**src/ctw_pkg.sv**
```systemverilog
// Purpose: shared opcodes, reset values and decode types for the test/wait core
// Assumes: byte-wide memory bus with 16-bit addresses
// Notes:   the decode function is used in the plain and the prefixed fetch cycle
`default_nettype none
package ctw_pkg;

  // opcodes of the test_sign_zero family
  localparam logic [7:0] OP_TST_DIR  = 8'h3D;
  localparam logic [7:0] OP_TST_A    = 8'h4D;
  localparam logic [7:0] OP_TST_X    = 8'h5D;
  localparam logic [7:0] OP_TST_IX1  = 8'h6D;
  localparam logic [7:0] OP_TST_IX   = 8'h7D;
  // escape byte that selects the stack-relative page
  localparam logic [7:0] OP_PREFIX   = 8'h9E;
  // wait: clear mask and halt
  localparam logic [7:0] OP_WAIT     = 8'h8F;
  // byte moves
  localparam logic [7:0] OP_MOV_DD   = 8'h4E;
  localparam logic [7:0] OP_MOV_DIXP = 8'h5E;
  localparam logic [7:0] OP_MOV_IMD  = 8'h6E;
  localparam logic [7:0] OP_MOV_IXPD = 8'h7E;
  // loads that exercise the remaining operand forms
  localparam logic [7:0] OP_LDA_IMM  = 8'hA6;
  localparam logic [7:0] OP_LDA_DIR  = 8'hB6;
  localparam logic [7:0] OP_LDA_EXT  = 8'hC6;
  localparam logic [7:0] OP_LDA_IX2  = 8'hD6;
  localparam logic [7:0] OP_LDA_IX1  = 8'hE6;
  localparam logic [7:0] OP_LDA_IX   = 8'hF6;
  // compare-and-branch with post increment, and a plain branch
  localparam logic [7:0] OP_CBEQ_IX1P = 8'h61;
  localparam logic [7:0] OP_CBEQ_IXP  = 8'h71;
  localparam logic [7:0] OP_BEQ       = 8'h27;

  // fixed values
  localparam logic [7:0]  DIR_PAGE    = 8'h00;
  localparam logic [15:0] ADDR_STEP   = 16'h0001;
  localparam logic [15:0] RESET_PC    = 16'h0000;
  localparam logic [15:0] RESET_SP    = 16'h00FF;
  localparam logic [15:0] RESET_HX    = 16'h0000;
  localparam logic [7:0]  RESET_ACC   = 8'h00;

  // operand forms
  typedef enum logic [3:0] {
    M_INH, M_IMM, M_DIR, M_EXT, M_IX, M_IX1, M_IX2, M_SP1, M_SP2,
    M_IXP, M_IX1P, M_DD, M_DIXP, M_IMD, M_IXPD, M_REL
  } ctw_mode_t;

  // operation classes
  typedef enum logic [2:0] {
    K_NOP, K_TST, K_LDA, K_CBEQ, K_MOV, K_BEQ, K_WAIT
  } ctw_kind_t;

  typedef struct packed {
    ctw_kind_t kind;
    ctw_mode_t mode;
  } ctw_dec_t;

  // opcode to operation and operand form; unknown codes act as no-ops
  function automatic ctw_dec_t ctw_decode(input logic pre, input logic [7:0] op);
    ctw_dec_t d;
    d = '{K_NOP, M_INH};
    if (pre) begin
      case (op)
        OP_TST_IX1:   d = '{K_TST, M_SP1};
        OP_LDA_IX1:   d = '{K_LDA, M_SP1};
        OP_LDA_IX2:   d = '{K_LDA, M_SP2};
        OP_CBEQ_IX1P: d = '{K_CBEQ, M_SP1};
        default:      d = '{K_NOP, M_INH};
      endcase
    end else begin
      case (op)
        OP_TST_DIR:   d = '{K_TST, M_DIR};
        OP_TST_A:     d = '{K_TST, M_INH};
        OP_TST_X:     d = '{K_TST, M_INH};
        OP_TST_IX1:   d = '{K_TST, M_IX1};
        OP_TST_IX:    d = '{K_TST, M_IX};
        OP_WAIT:      d = '{K_WAIT, M_INH};
        OP_MOV_DD:    d = '{K_MOV, M_DD};
        OP_MOV_DIXP:  d = '{K_MOV, M_DIXP};
        OP_MOV_IMD:   d = '{K_MOV, M_IMD};
        OP_MOV_IXPD:  d = '{K_MOV, M_IXPD};
        OP_LDA_IMM:   d = '{K_LDA, M_IMM};
        OP_LDA_DIR:   d = '{K_LDA, M_DIR};
        OP_LDA_EXT:   d = '{K_LDA, M_EXT};
        OP_LDA_IX2:   d = '{K_LDA, M_IX2};
        OP_LDA_IX1:   d = '{K_LDA, M_IX1};
        OP_LDA_IX:    d = '{K_LDA, M_IX};
        OP_CBEQ_IX1P: d = '{K_CBEQ, M_IX1P};
        OP_CBEQ_IXP:  d = '{K_CBEQ, M_IXP};
        OP_BEQ:       d = '{K_BEQ, M_REL};
        default:      d = '{K_NOP, M_INH};
      endcase
    end
    return d;
  endfunction

endpackage
`default_nettype wire

```
**src/ctw_core.sv**
```systemverilog
// Purpose: fetch, decode and execute of the test, wait and move group
// Assumes: memory answers mem_rdata combinationally for the current mem_addr
// Notes:   one bus access per clock; vectoring after wake-up is outside
// Notes on behaviour
// - test sets n/z, clears v, keeps rest
// - wait clears mask, halts until interrupt
// - stack short offset: sp plus byte
// - stack wide offset: sp plus high-first word
// - index plus byte, then index increments
// - direct read, write at index, increment
// - immediate byte stored at direct address
// - read at index, increment, store direct
// - direct source then direct destination copy
// - two address bytes, high byte first
// - index plus high-first wide offset
// - index used directly, no offset fetched
// - index used, incremented after access
// - signed offset added when condition holds
`timescale 1ns/1ps
`default_nettype none
module ctw_core #(
  parameter logic [15:0] RESET_PC = ctw_pkg::RESET_PC  // first fetch address
) (
  input  wire logic        clk_sys,    // core clock, 20 MHz
  input  wire logic        rst_n,      // synchronous reset, active low
  output logic [15:0]      mem_addr,   // bus address
  output logic             mem_rd,     // read strobe
  output logic             mem_wr,     // write strobe
  output logic [7:0]       mem_wdata,  // write data
  input  wire logic [7:0]  mem_rdata,  // read data for mem_addr
  input  wire logic        irq_req,    // interrupt request, same clock
  output logic             halted,     // core stopped by wait
  output logic [7:0]       acc,        // accumulator
  output logic [15:0]      index_hx,   // 16-bit index register
  output logic [15:0]      stack_ptr,  // stack pointer
  output logic [15:0]      prog_ctr,   // program counter
  output logic             flag_v,     // overflow
  output logic             flag_h,     // half-carry
  output logic             flag_i,     // interrupt mask
  output logic             flag_n,     // negative
  output logic             flag_z,     // zero
  output logic             flag_c      // carry
);

  //////////////////////////////////////////////////////////////////////////////
  // sequencer states
  typedef enum logic [3:0] {
    S_FETCH,  // opcode read
    S_PRE,    // opcode after escape byte
    S_B1,     // first operand byte
    S_B2,     // second operand byte
    S_READ,   // operand read at ea
    S_DST,    // direct destination byte
    S_WRITE,  // destination write
    S_REL,    // branch offset byte
    S_HALT    // stopped until interrupt
  } ctw_state_t;

  ctw_state_t       state;       // current state
  ctw_state_t       next_state;  // next state
  ctw_pkg::ctw_dec_t dec;        // latched decode
  ctw_pkg::ctw_dec_t next_dec;   // decode of this fetch
  logic [15:0]      ea;          // operand address
  logic [15:0]      next_ea;     // next operand address
  logic [7:0]       data;        // moved or tested byte
  logic [7:0]       next_data;   // next byte
  logic [7:0]       hi;          // high byte of a wide field
  logic [7:0]       next_hi;     // next high byte
  logic             eq;          // branch condition
  logic             next_eq;     // next branch condition
  logic [15:0]      next_pc;     // next program counter
  logic [15:0]      next_hx;     // next index
  logic [7:0]       next_acc;    // next accumulator
  logic [15:0]      next_addr;   // next bus address
  logic             next_rd;     // next read strobe
  logic             next_wr;     // next write strobe
  logic [7:0]       next_wdata;  // next write data
  logic             upd_nz;      // flag update strobe
  logic [7:0]       nz_data;     // value tested
  logic             clr_i;       // clear mask strobe
  logic [15:0]      sext;        // sign-extended read byte
  logic [15:0]      wide_base;   // base for two-byte forms

  assign halted = (state == S_HALT);
  assign sext   = {{8{mem_rdata[7]}}, mem_rdata};

  //////////////////////////////////////////////////////////////////////////////
  // flag register
  ctw_flags u_flags (
    .clk_sys (clk_sys),
    .rst_n   (rst_n),
    .upd_nz  (upd_nz),
    .nz_data (nz_data),
    .clr_i   (clr_i),
    .flag_v  (flag_v),
    .flag_h  (flag_h),
    .flag_i  (flag_i),
    .flag_n  (flag_n),
    .flag_z  (flag_z),
    .flag_c  (flag_c)
  );

  // base register that a wide offset is added to
  always_comb begin
    case (dec.mode)
      ctw_pkg::M_IX2: wide_base = index_hx;
      ctw_pkg::M_SP2: wide_base = stack_ptr;
      default:        wide_base = 16'h0000;  // plain absolute address
    endcase
  end

  //////////////////////////////////////////////////////////////////////////////
  // sequencer: next state, bus request and register updates
  always_comb begin
    next_state = state;
    next_dec   = dec;
    next_ea    = ea;
    next_data  = data;
    next_hi    = hi;
    next_eq    = eq;
    next_pc    = prog_ctr;
    next_hx    = index_hx;
    next_acc   = acc;
    next_addr  = mem_addr;
    next_rd    = 1'b1;
    next_wr    = 1'b0;
    next_wdata = mem_wdata;
    upd_nz     = 1'b0;
    nz_data    = mem_rdata;
    clr_i      = 1'b0;
    case (state)
      S_FETCH, S_PRE: begin
        next_pc   = prog_ctr + ctw_pkg::ADDR_STEP;
        next_addr = prog_ctr + ctw_pkg::ADDR_STEP;
        if (state == S_FETCH && mem_rdata == ctw_pkg::OP_PREFIX) begin
          next_state = S_PRE;
        end else begin
          next_dec   = ctw_pkg::ctw_decode(state == S_PRE, mem_rdata);
          next_state = S_B1;
          case (next_dec.mode)
            ctw_pkg::M_INH: begin
              next_state = S_FETCH;
              if (next_dec.kind == ctw_pkg::K_WAIT) begin
                clr_i      = 1'b1;
                next_state = S_HALT;
                next_rd    = 1'b0;
              end else if (next_dec.kind == ctw_pkg::K_TST) begin
                upd_nz  = 1'b1;
                nz_data = (mem_rdata == ctw_pkg::OP_TST_X) ? index_hx[7:0] : acc;
              end
            end
            ctw_pkg::M_IX, ctw_pkg::M_IXP, ctw_pkg::M_IXPD: begin
              next_ea    = index_hx;
              next_addr  = index_hx;
              next_state = S_READ;
            end
            ctw_pkg::M_REL: begin
              next_eq    = flag_z;
              next_state = S_REL;
            end
            default: next_state = S_B1;
          endcase
        end
      end
      S_B1: begin
        next_pc    = prog_ctr + ctw_pkg::ADDR_STEP;
        next_addr  = prog_ctr + ctw_pkg::ADDR_STEP;
        next_state = S_READ;
        case (dec.mode)
          ctw_pkg::M_DIR, ctw_pkg::M_DD, ctw_pkg::M_DIXP: begin
            next_ea   = {ctw_pkg::DIR_PAGE, mem_rdata};
            next_addr = {ctw_pkg::DIR_PAGE, mem_rdata};
          end
          ctw_pkg::M_IX1, ctw_pkg::M_IX1P: begin
            next_ea   = index_hx + {8'h00, mem_rdata};
            next_addr = index_hx + {8'h00, mem_rdata};
          end
          ctw_pkg::M_SP1: begin
            next_ea   = stack_ptr + {8'h00, mem_rdata};
            next_addr = stack_ptr + {8'h00, mem_rdata};
          end
          ctw_pkg::M_EXT, ctw_pkg::M_IX2, ctw_pkg::M_SP2: begin
            next_hi    = mem_rdata;
            next_state = S_B2;
          end
          ctw_pkg::M_IMM: begin
            next_acc   = mem_rdata;
            upd_nz     = 1'b1;
            next_state = S_FETCH;
          end
          ctw_pkg::M_IMD: begin
            next_data  = mem_rdata;
            next_state = S_DST;
          end
          default: next_state = S_FETCH;
        endcase
      end
      S_B2: begin
        next_pc    = prog_ctr + ctw_pkg::ADDR_STEP;
        next_ea    = {hi, mem_rdata} + wide_base;
        next_addr  = {hi, mem_rdata} + wide_base;
        next_state = S_READ;
      end
      S_READ: begin
        next_data  = mem_rdata;
        next_addr  = prog_ctr;
        next_state = S_FETCH;
        case (dec.kind)
          ctw_pkg::K_TST: upd_nz = 1'b1;
          ctw_pkg::K_LDA: begin
            next_acc = mem_rdata;
            upd_nz   = 1'b1;
          end
          ctw_pkg::K_CBEQ: begin
            next_eq = (acc == mem_rdata);
            if (dec.mode == ctw_pkg::M_IX1P || dec.mode == ctw_pkg::M_IXP) begin
              next_hx = index_hx + ctw_pkg::ADDR_STEP;
            end
            next_state = S_REL;
          end
          ctw_pkg::K_MOV: begin
            if (dec.mode == ctw_pkg::M_DIXP) begin
              next_ea    = index_hx;
              next_addr  = index_hx;
              next_rd    = 1'b0;
              next_wr    = 1'b1;
              next_wdata = mem_rdata;
              next_state = S_WRITE;
            end else begin
              if (dec.mode == ctw_pkg::M_IXPD) begin
                next_hx = index_hx + ctw_pkg::ADDR_STEP;
              end
              next_state = S_DST;
            end
          end
          default: next_state = S_FETCH;
        endcase
      end
      S_DST: begin
        next_pc    = prog_ctr + ctw_pkg::ADDR_STEP;
        next_ea    = {ctw_pkg::DIR_PAGE, mem_rdata};
        next_addr  = {ctw_pkg::DIR_PAGE, mem_rdata};
        next_rd    = 1'b0;
        next_wr    = 1'b1;
        next_wdata = data;
        next_state = S_WRITE;
      end
      S_WRITE: begin
        // moved byte sets n/z like a test
        upd_nz  = 1'b1;
        nz_data = data;
        if (dec.mode == ctw_pkg::M_DIXP) begin
          next_hx = index_hx + ctw_pkg::ADDR_STEP;
        end
        next_addr  = prog_ctr;
        next_state = S_FETCH;
      end
      S_REL: begin
        next_pc = eq ? prog_ctr + ctw_pkg::ADDR_STEP + sext
                     : prog_ctr + ctw_pkg::ADDR_STEP;
        next_addr  = next_pc;
        next_state = S_FETCH;
      end
      S_HALT: begin
        next_rd = 1'b0;
        if (irq_req) begin
          next_rd    = 1'b1;
          next_addr  = prog_ctr;
          next_state = S_FETCH;
        end
      end
      default: next_state = S_FETCH;
    endcase
  end

  //////////////////////////////////////////////////////////////////////////////
  // sequencer registers
  always_ff @(posedge clk_sys) begin
    if (!rst_n) begin
      state <= S_FETCH;
      dec   <= '{ctw_pkg::K_NOP, ctw_pkg::M_INH};
      ea    <= 16'h0000;
      data  <= 8'h00;
      hi    <= 8'h00;
      eq    <= 1'b0;
    end else begin
      state <= next_state;
      dec   <= next_dec;
      ea    <= next_ea;
      data  <= next_data;
      hi    <= next_hi;
      eq    <= next_eq;
    end
  end

  // programmer-visible registers; sp is never written by this group
  always_ff @(posedge clk_sys) begin
    if (!rst_n) begin
      prog_ctr  <= RESET_PC;
      index_hx  <= ctw_pkg::RESET_HX;
      acc       <= ctw_pkg::RESET_ACC;
      stack_ptr <= ctw_pkg::RESET_SP;
    end else begin
      prog_ctr <= next_pc;
      index_hx <= next_hx;
      acc      <= next_acc;
    end
  end

  // bus outputs come from flops so the memory sees clean strobes
  always_ff @(posedge clk_sys) begin
    if (!rst_n) begin
      mem_addr  <= RESET_PC;
      mem_rd    <= 1'b1;
      mem_wr    <= 1'b0;
      mem_wdata <= 8'h00;
    end else begin
      mem_addr  <= next_addr;
      mem_rd    <= next_rd;
      mem_wr    <= next_wr;
      mem_wdata <= next_wdata;
    end
  end

endmodule // ctw_core
`default_nettype wire

```
**src/ctw_flags.sv**
```systemverilog
// Purpose: condition flag register of the core
// Assumes: one update strobe for negative/zero, one for clearing the mask
// Notes:   half-carry and carry are held; nothing in this core alters them
`timescale 1ns/1ps
`default_nettype none
module ctw_flags (
  input  wire logic       clk_sys,  // core clock
  input  wire logic       rst_n,    // synchronous reset, active low
  input  wire logic       upd_nz,   // load n/z from nz_data and clear v
  input  wire logic [7:0] nz_data,  // value tested against zero
  input  wire logic       clr_i,    // clear the interrupt mask
  output logic            flag_v,   // overflow
  output logic            flag_h,   // half-carry
  output logic            flag_i,   // interrupt mask
  output logic            flag_n,   // negative
  output logic            flag_z,   // zero
  output logic            flag_c    // carry
);

  //////////////////////////////////////////////////////////////////////////////
  // overflow, negative and zero move together on a test result
  always_ff @(posedge clk_sys) begin
    if (!rst_n) begin
      flag_v <= 1'b0;
      flag_n <= 1'b0;
      flag_z <= 1'b0;
    end else if (upd_nz) begin
      flag_v <= 1'b0;
      flag_n <= nz_data[7];
      flag_z <= (nz_data == 8'h00);
    end
  end

  // mask starts set so nothing interrupts before software allows it
  always_ff @(posedge clk_sys) begin
    if (!rst_n) begin
      flag_i <= 1'b1;
    end else if (clr_i) begin
      flag_i <= 1'b0;
    end
  end

  // held flags
  always_ff @(posedge clk_sys) begin
    if (!rst_n) begin
      flag_h <= 1'b0;
      flag_c <= 1'b0;
    end
  end

endmodule // ctw_flags
`default_nettype wire

```
**config.mk**
```make
export PLATFORM = sky130hd
export DESIGN_NAME = ctw_core
export DESIGN_NICKNAME = d
export VERILOG_FILES = /design/src/ctw_pkg.sv /design/src/ctw_core.sv /design/src/ctw_flags.sv
export SDC_FILE = /design/constraint.sdc
export NUM_CORES = 1
export LEC_CHECK = 0
export ABC_AREA = 1
export BUFFER_PORTS_ARGS = -buffer_cell sky130_fd_sc_hd__buf_2
export CORE_ASPECT_RATIO = 0.9
export CORE_UTILIZATION = 40
export CTS_BUF_LIST = sky130_fd_sc_hd__clkbuf_8
export DETAILED_ROUTE_END_ITERATION = 10
export PLACE_DENSITY = 0.56
export RECOVER_POWER = 100
export SYNTH_ARGS = -nofsm -noshare
export SYNTH_HDL_FRONTEND = slang
export SYNTH_SLANG_ARGS = --single-unit
```
**constraint.sdc**
```tcl
create_clock -name clk_sys -period 4.8 [get_ports clk_sys]
set_input_delay 0.96 -clock clk_sys [delete_from_list [all_inputs] [get_ports clk_sys]]
set_output_delay 0.96 -clock clk_sys [all_outputs]
set_load 0.02 [all_outputs]
```
==> results by group, run 1 <==
Logic synthesis
  – Primary FF master, synth: dfxtp_1
  – Synth top area share: 21.81%
  – Seq/Total Area, Yosys: 21.81%
  – Async set-reset flop share out of synthesis: 0%
  – Post-synth top cells: 277 x nand2_1, 149 x inv_1, 146 x o21ai_0
  – Syn_area_per_cell: 6.244 µm²
  – Post-synthesis simple-gate area fraction: 33.49%
  – Post-synth EDFFs: 0
  – Largest family of logic cells by synthesized area: simple AND/OR/NAND/NOR gates
  – XOR/XNOR Fraction of Synth Area: 2.656%
  – Synth cell types: 59
  – Post-Synth Adder-Cell Area: 6.858%
  – Yosys reg bits: 97
  – Ranking of synthesized cells by area: dfxtp_1 22%, nand2_1 12%, o21ai_0 8.2%
  – Post-synth top area cell: dfxtp_1
  – Synthesized area: 8904 µm²
  – Multiplexer area fraction after synthesis: 0%
  – Syn. warnings: 0
  – Most common cell in the netlist: nand2_1
  – Synth Area in Compound Gates: 23.93%
  – Mapped Cells: 1426

Finish
  – Layout cells sized above 1: 5.993%
  – Fillers: 2437
  – Final #Nets: 1538
  – Area Overhead vs Synth: 6.492%
  – Ant. Diodes: 0
  – Sequential cell area: 1942 µm²
  – Footprint of the multi-input gates: 5971 µm²

Clock network
  – Hold buffer count at cts: 0
  – Root Buffer: clkbuf_8
  – CTS clk-pin slew, worst paths: 0.12 ns
  – CTS tree: yes
  – Htree depth: 3
  – Post CTS Setup Buffer Count: 0
  – Number of CTS-inserted buffers: 9
  – Max clock buf depth: 2
  – CTS sink cnt: 97
  – CTS resizes: 0
  – Clk Latency, worst-skew pair: 0.41 ns

Timing
  – Final period util: 85.94%
  – Min Clock Period, post-route: 4.125 ns
  – RSZ-0062 raised after global routing: no
  – Setup WS post-layout: 0.6747 ns
  – Final Hold Fails: 0
  – Skew final: 0.01589 ns
  – Max-slew headroom: 18.83%
  – Final setup violating endpoints: 0
  – Pins Over Slew Limit: 0
  – FMAX: 0.2424 GHz
  – Final sum of negative setup slack: 0 ns
  – Slew @ Worst Pin: 1.215 ns

Pwr
  – LEAKAGE: 4.286 nW
  – Worst-case vdd ir drop: 151.4 µV
  – Final Total Pwr: 1.879 mW
  – P per Cell Area: 198.1 nW/µm²

Setup path
  – Crit-path leading delay family: simple AND/OR/NAND/NOR gates
  – Levels on crit path: 19
  – Worst r2r src: prog_ctr[0]$_SDFFE_PN0P_
  – Critical path required time: 5.11 ns
  – Classification of the worst setup path: in -> reg
  – Most frequent CP cell: nand2_1
  – CP Max Fanout: 26
  – Crit start category: input pin
  – R2R Path End: mem_addr[13]$_SDFFE_PN0P_
  – Critical path origin: mem_rdata[1]
  – Worst path bufs/invs: 4
  – Critical Path Sink Type: flip-flop
  – Register-to-register setup slack: 0.88 ns
  – CP cell instances: clkbuf_1, inv_1, ha_1, inv_1, nor2_1, nand2_1, nand2_2, nor2_1, nand2_1, nand2_1, nand2_1, nor2_1, nand3_4, nand2_4, nand2_1, nand3_1, nand2_1, o21ai_0, inv_1
  – CP max stage delay: 0.61 ns
  – Crit path max-delay cell type: clkbuf_1
  – Crit path to: mem_addr[12]$_SDFFE_PN0P_
  – WP data arrival: 4.44 ns
  – Worst r2r path cells: 21

Place
  – Post-Place Setup Slack: 1.024 ns
  – Port bufs: 80
  – Final GP Congestion: 0.9577
  – Detailed Place HPWL: 26160 µm

Global routing
  – Initial antenna violation count: 0
  – GR Overflow Total: 0
  – Pin count of the biggest net entering global routing: 73
  – First-pass GRT wire length: 52540 µm
  – GRT Total Usage: 29.90%
  – Vias in the first global route: 9040

Detailed routing
  – Post-DRT Antenna Nets: 0
  – Detailed Route WL: 34150 µm
  – Vias per inst: 5.682
  – DRC: 0
  – TritonRoute pass-1 iters: 6
  – Total number of vias: 10090
  – DRT iter0 DRCs: 1168
  – Avg WL per Cell: 19.23 µm

Job
  – MaxCap Viol Count: 0

Floorplanning
  – # rows: 51
  – Chip height: 143.5 µm
  – Die Wd: 159.3 µm
  – Initial Utilization: 40.92%
  – Die ar.: 22860 µm²
  – Core ar.: 21760 µm²
  – IO Pins: 100

Outcome
  – Status: finished, final reports clean

Min path
  – Hold crit path type: reg -> reg
[final cells by class]
| type | instances | area share (%) |
|---|---|---|
| clock buffer | 9 | 1.306 |
| timing repair buffer | 88 | 3.919 |
| inverter | 168 | 6.651 |
| clock inverter | 7 | 0.8314 |
| multi-input combinational | 1116 | 62.97 |
| sequential | 97 | 20.48 |
| tap | 291 | 3.840 |
[worst reg2reg max path: cells and delay by family (launching register included)]
kind | cells | cell delay, ns
AND/OR/NAND/NOR | 15 | 1.86
adder cells (fa/ha/maj) | 2 | 0.60
flip-flops | 1 | 0.46
AO/OA/AOI/OAI | 1 | 0.38
XOR/XNOR | 1 | 0.36
buffers and inverters | 2 | 0.17
[registers in the layout, indices dropped and copies added, names as in the netlist]
register        flops
acc                 8
data                8
dec                 7
eq                  1
hi                  8
index_hx           16
mem_addr           16
mem_rd              1
mem_wdata           8
mem_wr              1
prog_ctr           16
state               4
u_flags.flag_i      1
u_flags.flag_n      1
u_flags.flag_z      1
[metrics by stage]
stage / instances / utilization, % / cell area (µm²) / hold WS [ns]
floorplan: 1443 / - / 8967 / 0.4436
global placement: 1760 / 43.38 / 9440 / 0.4364
detailed placement: 1760 / 43.38 / 9440 / 0.4457
CTS: 1776 / 44.32 / 9643 / 0.4690
global route: 1776 / 43.57 / 9482 / 0.5096
finish: 1776 / 43.57 / 9482 / 0.4638
[power breakdown]
part           switching (mW)  leakage [nW]  internal, mW
combinational           0.312          3.40         0.122
clock                   0.374         0.103         0.209
sequential             0.0318         0.785         0.830
total                   0.718          4.29          1.16
[metal layers]
metal  track usage, %  routed length (µm)  share of wire [%]
met5                0                   0                  0
met4            7.186                 589                1.7
met3            6.378                3524                 10
met2            43.03               13740                 40
met1            44.59               16300                 48
[worst min-delay path by stage]
stage / depth (start not counted) / to / startpoint / slack (ns)
2_1_floorplan: 2 / data[2]$_SDFFE_PN0P_ / data[2]$_SDFFE_PN0P_ / 0.44
3_3_place_gp: 2 / u_flags.flag_i$_SDFFE_PN1P_ / u_flags.flag_i$_SDFFE_PN1P_ / 0.44
3_5_place_dp: 2 / u_flags.flag_i$_SDFFE_PN1P_ / u_flags.flag_i$_SDFFE_PN1P_ / 0.45
4_1_cts: 2 / u_flags.flag_i$_SDFFE_PN1P_ / u_flags.flag_i$_SDFFE_PN1P_ / 0.47
5_1_grt: 2 / u_flags.flag_i$_SDFFE_PN1P_ / u_flags.flag_i$_SDFFE_PN1P_ / 0.51
6_report: 2 / u_flags.flag_i$_SDFFE_PN1P_ / u_flags.flag_i$_SDFFE_PN1P_ / 0.46
[cell families (layout without fill, tap and decap cells)]
| logic type | count (synthesis) | in the layout |
|---|---|---|
| AOI/OAI and AO/OA | 376 | 376 |
| xor gates and xnor gates | 27 | 27 |
| adders and majority gates | 47 | 47 |
| buffers and inverters | 230 | 272 |
| DFF | 97 | 97 |
| other | 2 | 19 |
| and+or+nand+nor | 647 | 647 |
[placed cells by master (no fill, tap or decap), drive strengths merged, types with 25 or more instances in the layout]
cell type / Yosys / final
o211ai: 28 / 28
ha: 44 / 44
clkbuf: 27 / 80
o21ai: 148 / 148
nand3: 127 / 127
nor2: 144 / 144
nand4: 25 / 25
nand2: 301 / 301
inv: 166 / 171
dfxtp: 97 / 97
a21oi: 126 / 126
nor3: 25 / 25
No activity file was read; power rests on OpenSTA's default activity.
==> inputs of run 2 (changes only) <==
CORE_UTILIZATION = 60   (was 40)
PLACE_DENSITY = 0.79   (was 0.56)
==> run 2 against run 1 <==
  * Sequential share of layout area rose by 0.30 points
  * Cell area fell by 1.4%
  * Clock skew fell by 0.0013 ns
  * Setup slack got worse by 0.22 ns
  * Non-clock buffer count fell by 1
  * Count of clock-buffer cells in the layout did not move
  * First-iteration DRC count rose by 39%
  * Combinational power barely moved
  * Clock power rose by 3.6%
  * Utilization rose by 22 points
==> results by group, run 2 (synthesis results as in run 1) <==
Detailed routing
  – DRC: 0 (unchanged)
  – TritonRoute pass-1 iters: 6 (unchanged)
  – Avg WL per Cell: 19.53 µm (+1.6%)
  – Post-DRT Antenna Nets: 0 (unchanged)
  – Detailed Route WL: 32760 µm (-4.1%)
  – Vias per inst: 6.324 (+11%)
  – DRT iter0 DRCs: 1618 (+39%)
  – Total number of vias: 10610 (+5.1%)

Floorplanning
  – Die Wd: 130.4 µm (-18%)
  – # rows: 41 (-20%)
  – Core ar.: 14260 µm² (-34%)
  – IO Pins: 100 (unchanged)
  – Die ar.: 15330 µm² (-33%)
  – Initial Utilization: 62.43% (+22 points)
  – Chip height: 117.6 µm (-18%)

Finish
  – Ant. Diodes: 0 (unchanged)
  – Final #Nets: 1537 (-0.065%)
  – Non-Filler Instances: 1677 (-5.6%)
  – Commonest non-fill, non-tap cell in the layout: nand2_1
  – Commonest non-fill, non-tap cells in the layout: 286 x nand2_1, 153 x inv_1, 148 x o21ai_0
  – Area Overhead vs Synth: 4.961%
  – Biggest regs: index_hx x16, mem_addr x16, prog_ctr x16
  – Layout cells sized above 1: 5.795% (-0.20 points)
  – Design area: 9345 µm² (-1.4%)

Clock network
  – CTS sink cnt: 97 (unchanged)
  – Post CTS Setup Buffer Count: 0 (unchanged)
  – Root Buffer: clkbuf_8
  – Clk Latency, worst-skew pair: 0.42 ns (about the same)
  – Htree depth: 3 (unchanged)
  – Number of CTS-inserted buffers: 9 (unchanged)
  – Max clock buf depth: 2 (unchanged)
  – CTS clk-pin slew, worst paths: 0.12 ns (about the same)
  – CTS resizes: 0 (unchanged)
  – Hold buffer count at cts: 0 (unchanged)
  – CTS tree: yes

Setup path
  – Register-to-register setup slack: 0.76 ns (-0.12 ns)
  – WP data arrival: 4.68 ns (+0.24 ns)
  – Critical path required time: 5.13 ns (+0.02 ns)
  – CP Max Fanout: 26 (unchanged)
  – Worst r2r path cells: 19 (-9.5%)
  – Crit start category: input pin
  – R2R Path End: mem_addr[13]$_SDFFE_PN0P_
  – Critical Path Sink Type: flip-flop
  – Worst r2r src: prog_ctr[0]$_SDFFE_PN0P_
  – Classification of the worst setup path: in -> reg

Outcome
  – Status: finished, final reports clean

Pwr
  – Worst-case vdd ir drop: 199.4 µV (+32%)
  – P per Cell Area: 203.3 nW/µm² (+2.6%)
  – LEAKAGE: 4.282 nW (about the same)

Timing
  – Final period util: 90.53% (+4.6 points)
  – Final setup violating endpoints: 0 (unchanged)
  – FMAX: 0.2301 GHz (-5.1%)
  – Skew final: 0.01460 ns (-0.001291 ns)
  – Final sum of negative setup slack: 0 ns (unchanged)
  – Pins Over Slew Limit: 0 (unchanged)
  – Min Clock Period, post-route: 4.345 ns (+0.2201 ns)
  – Final Hold Fails: 0 (unchanged)
  – RSZ-0062 raised after global routing: no
  – Slew @ Worst Pin: 0.9030 ns (-0.3122 ns)
  – Max-slew headroom: 39.72% (+21 points)

Place
  – Port bufs: 80 (unchanged)
  – # placed instances: 1661 (-5.6%)
  – Final GP Congestion: 1.042 (+8.8%)
  – Area post-placement: 9310 µm² (-1.4%)
  – Detailed Place HPWL: 24770 µm (-5.3%)

Global routing
  – GR Overflow Total: 0 (unchanged)
  – Pin count of the biggest net entering global routing: 73 (unchanged)
  – First-pass GRT wire length: 50300 µm (-4.3%)
  – Initial antenna violation count: 0 (unchanged)
  – Vias in the first global route: 9204 (+1.8%)
  – GRT Total Usage: 42.74% (+13 points)

Min path
  – Min-Delay Endpoint: u_flags.flag_i$_SDFFE_PN1P_
  – Hold crit path type: reg -> reg
  – Min-Delay Startpoint: u_flags.flag_i$_SDFFE_PN1P_
  – Hold path cells: 2 (unchanged)

Job
  – MaxCap Viol Count: 0 (unchanged)
==> run 2: worst max-delay path, cell delays in order <==
cell,delay [ns]
clkbuf_1,0.65
inv_1,0.48
ha_1,0.34
inv_1,0.08
nor2_1,0.06
nand2_1,0.21
nand2_2,0.08
nor2_1,0.08
nand2_1,0.08
nand2_1,0.08
nand2_1,0.16
nor2_1,0.15
nand3_1,0.37
nand2_4,0.42
nand2_1,0.14
nand3_1,0.10
nand3_1,0.08
nand2_1,0.08
inv_1,0.04
==> run 2: where the power goes <==
part | switching, mW | internal [mW] | total, mW
logic | 0.313 | 0.121 | 0.435
registers | 0.0319 | 0.830 | 0.862
clock network | 0.390 | 0.214 | 0.604
==> run 2: how the worst max path moves through the flow <==
stage / cells after the start / slack [ns] / endpoint / startpoint
after floorplan: 23 / 1.62 / mem_addr[15]$_SDFFE_PN0P_ / prog_ctr[0]$_SDFFE_PN0P_
after global placement: 19 / 1.11 / mem_addr[15]$_SDFFE_PN0P_ / mem_rdata[0]
after detailed placement: 19 / 1.02 / mem_addr[15]$_SDFFE_PN0P_ / mem_rdata[0]
after CTS: 21 / 1.04 / mem_addr[13]$_SDFFE_PN0P_ / prog_ctr[0]$_SDFFE_PN0P_
after global routing: 19 / 0.33 / mem_addr[12]$_SDFFE_PN0P_ / mem_rdata[1]
final: 19 / 0.45 / mem_addr[15]$_SDFFE_PN0P_ / mem_rdata[1]
==> run 2: metrics by stage <==
stage	setup slack (ns)	util (%)	power (mW)	hold WS, ns
finish	0.4547	65.53	1.900	0.4736
global route	0.3260	65.53	1.957	0.4993
CTS	1.036	66.79	1.882	0.4675
detailed placement	1.024	65.28	1.301	0.4458
global placement	1.113	65.28	1.295	0.4240
floorplan	1.624	-	1.190	0.4436
==> run 2: layout make-up <==
cell class | instances | area [µm²]
clock buffers | 9 | 123.9
clock inverters | 7 | 91.34
fillers | 1427 | 4916
inverters | 168 | 630.6
multi-input cells | 1116 | 5956
flip-flops and latches | 97 | 1942
well taps | 193 | 241.5
repair buffers | 87 | 360.3
==> run 2: per-layer routing <==
metal	global-route usage [%]	vias to the layer above	share of wire, %
li1	-	4929	-
met1	63.18	4783	42
met2	57.18	805	39
met3	13.50	88	16
met4	14.58	0	3.1
met5	0	-	0
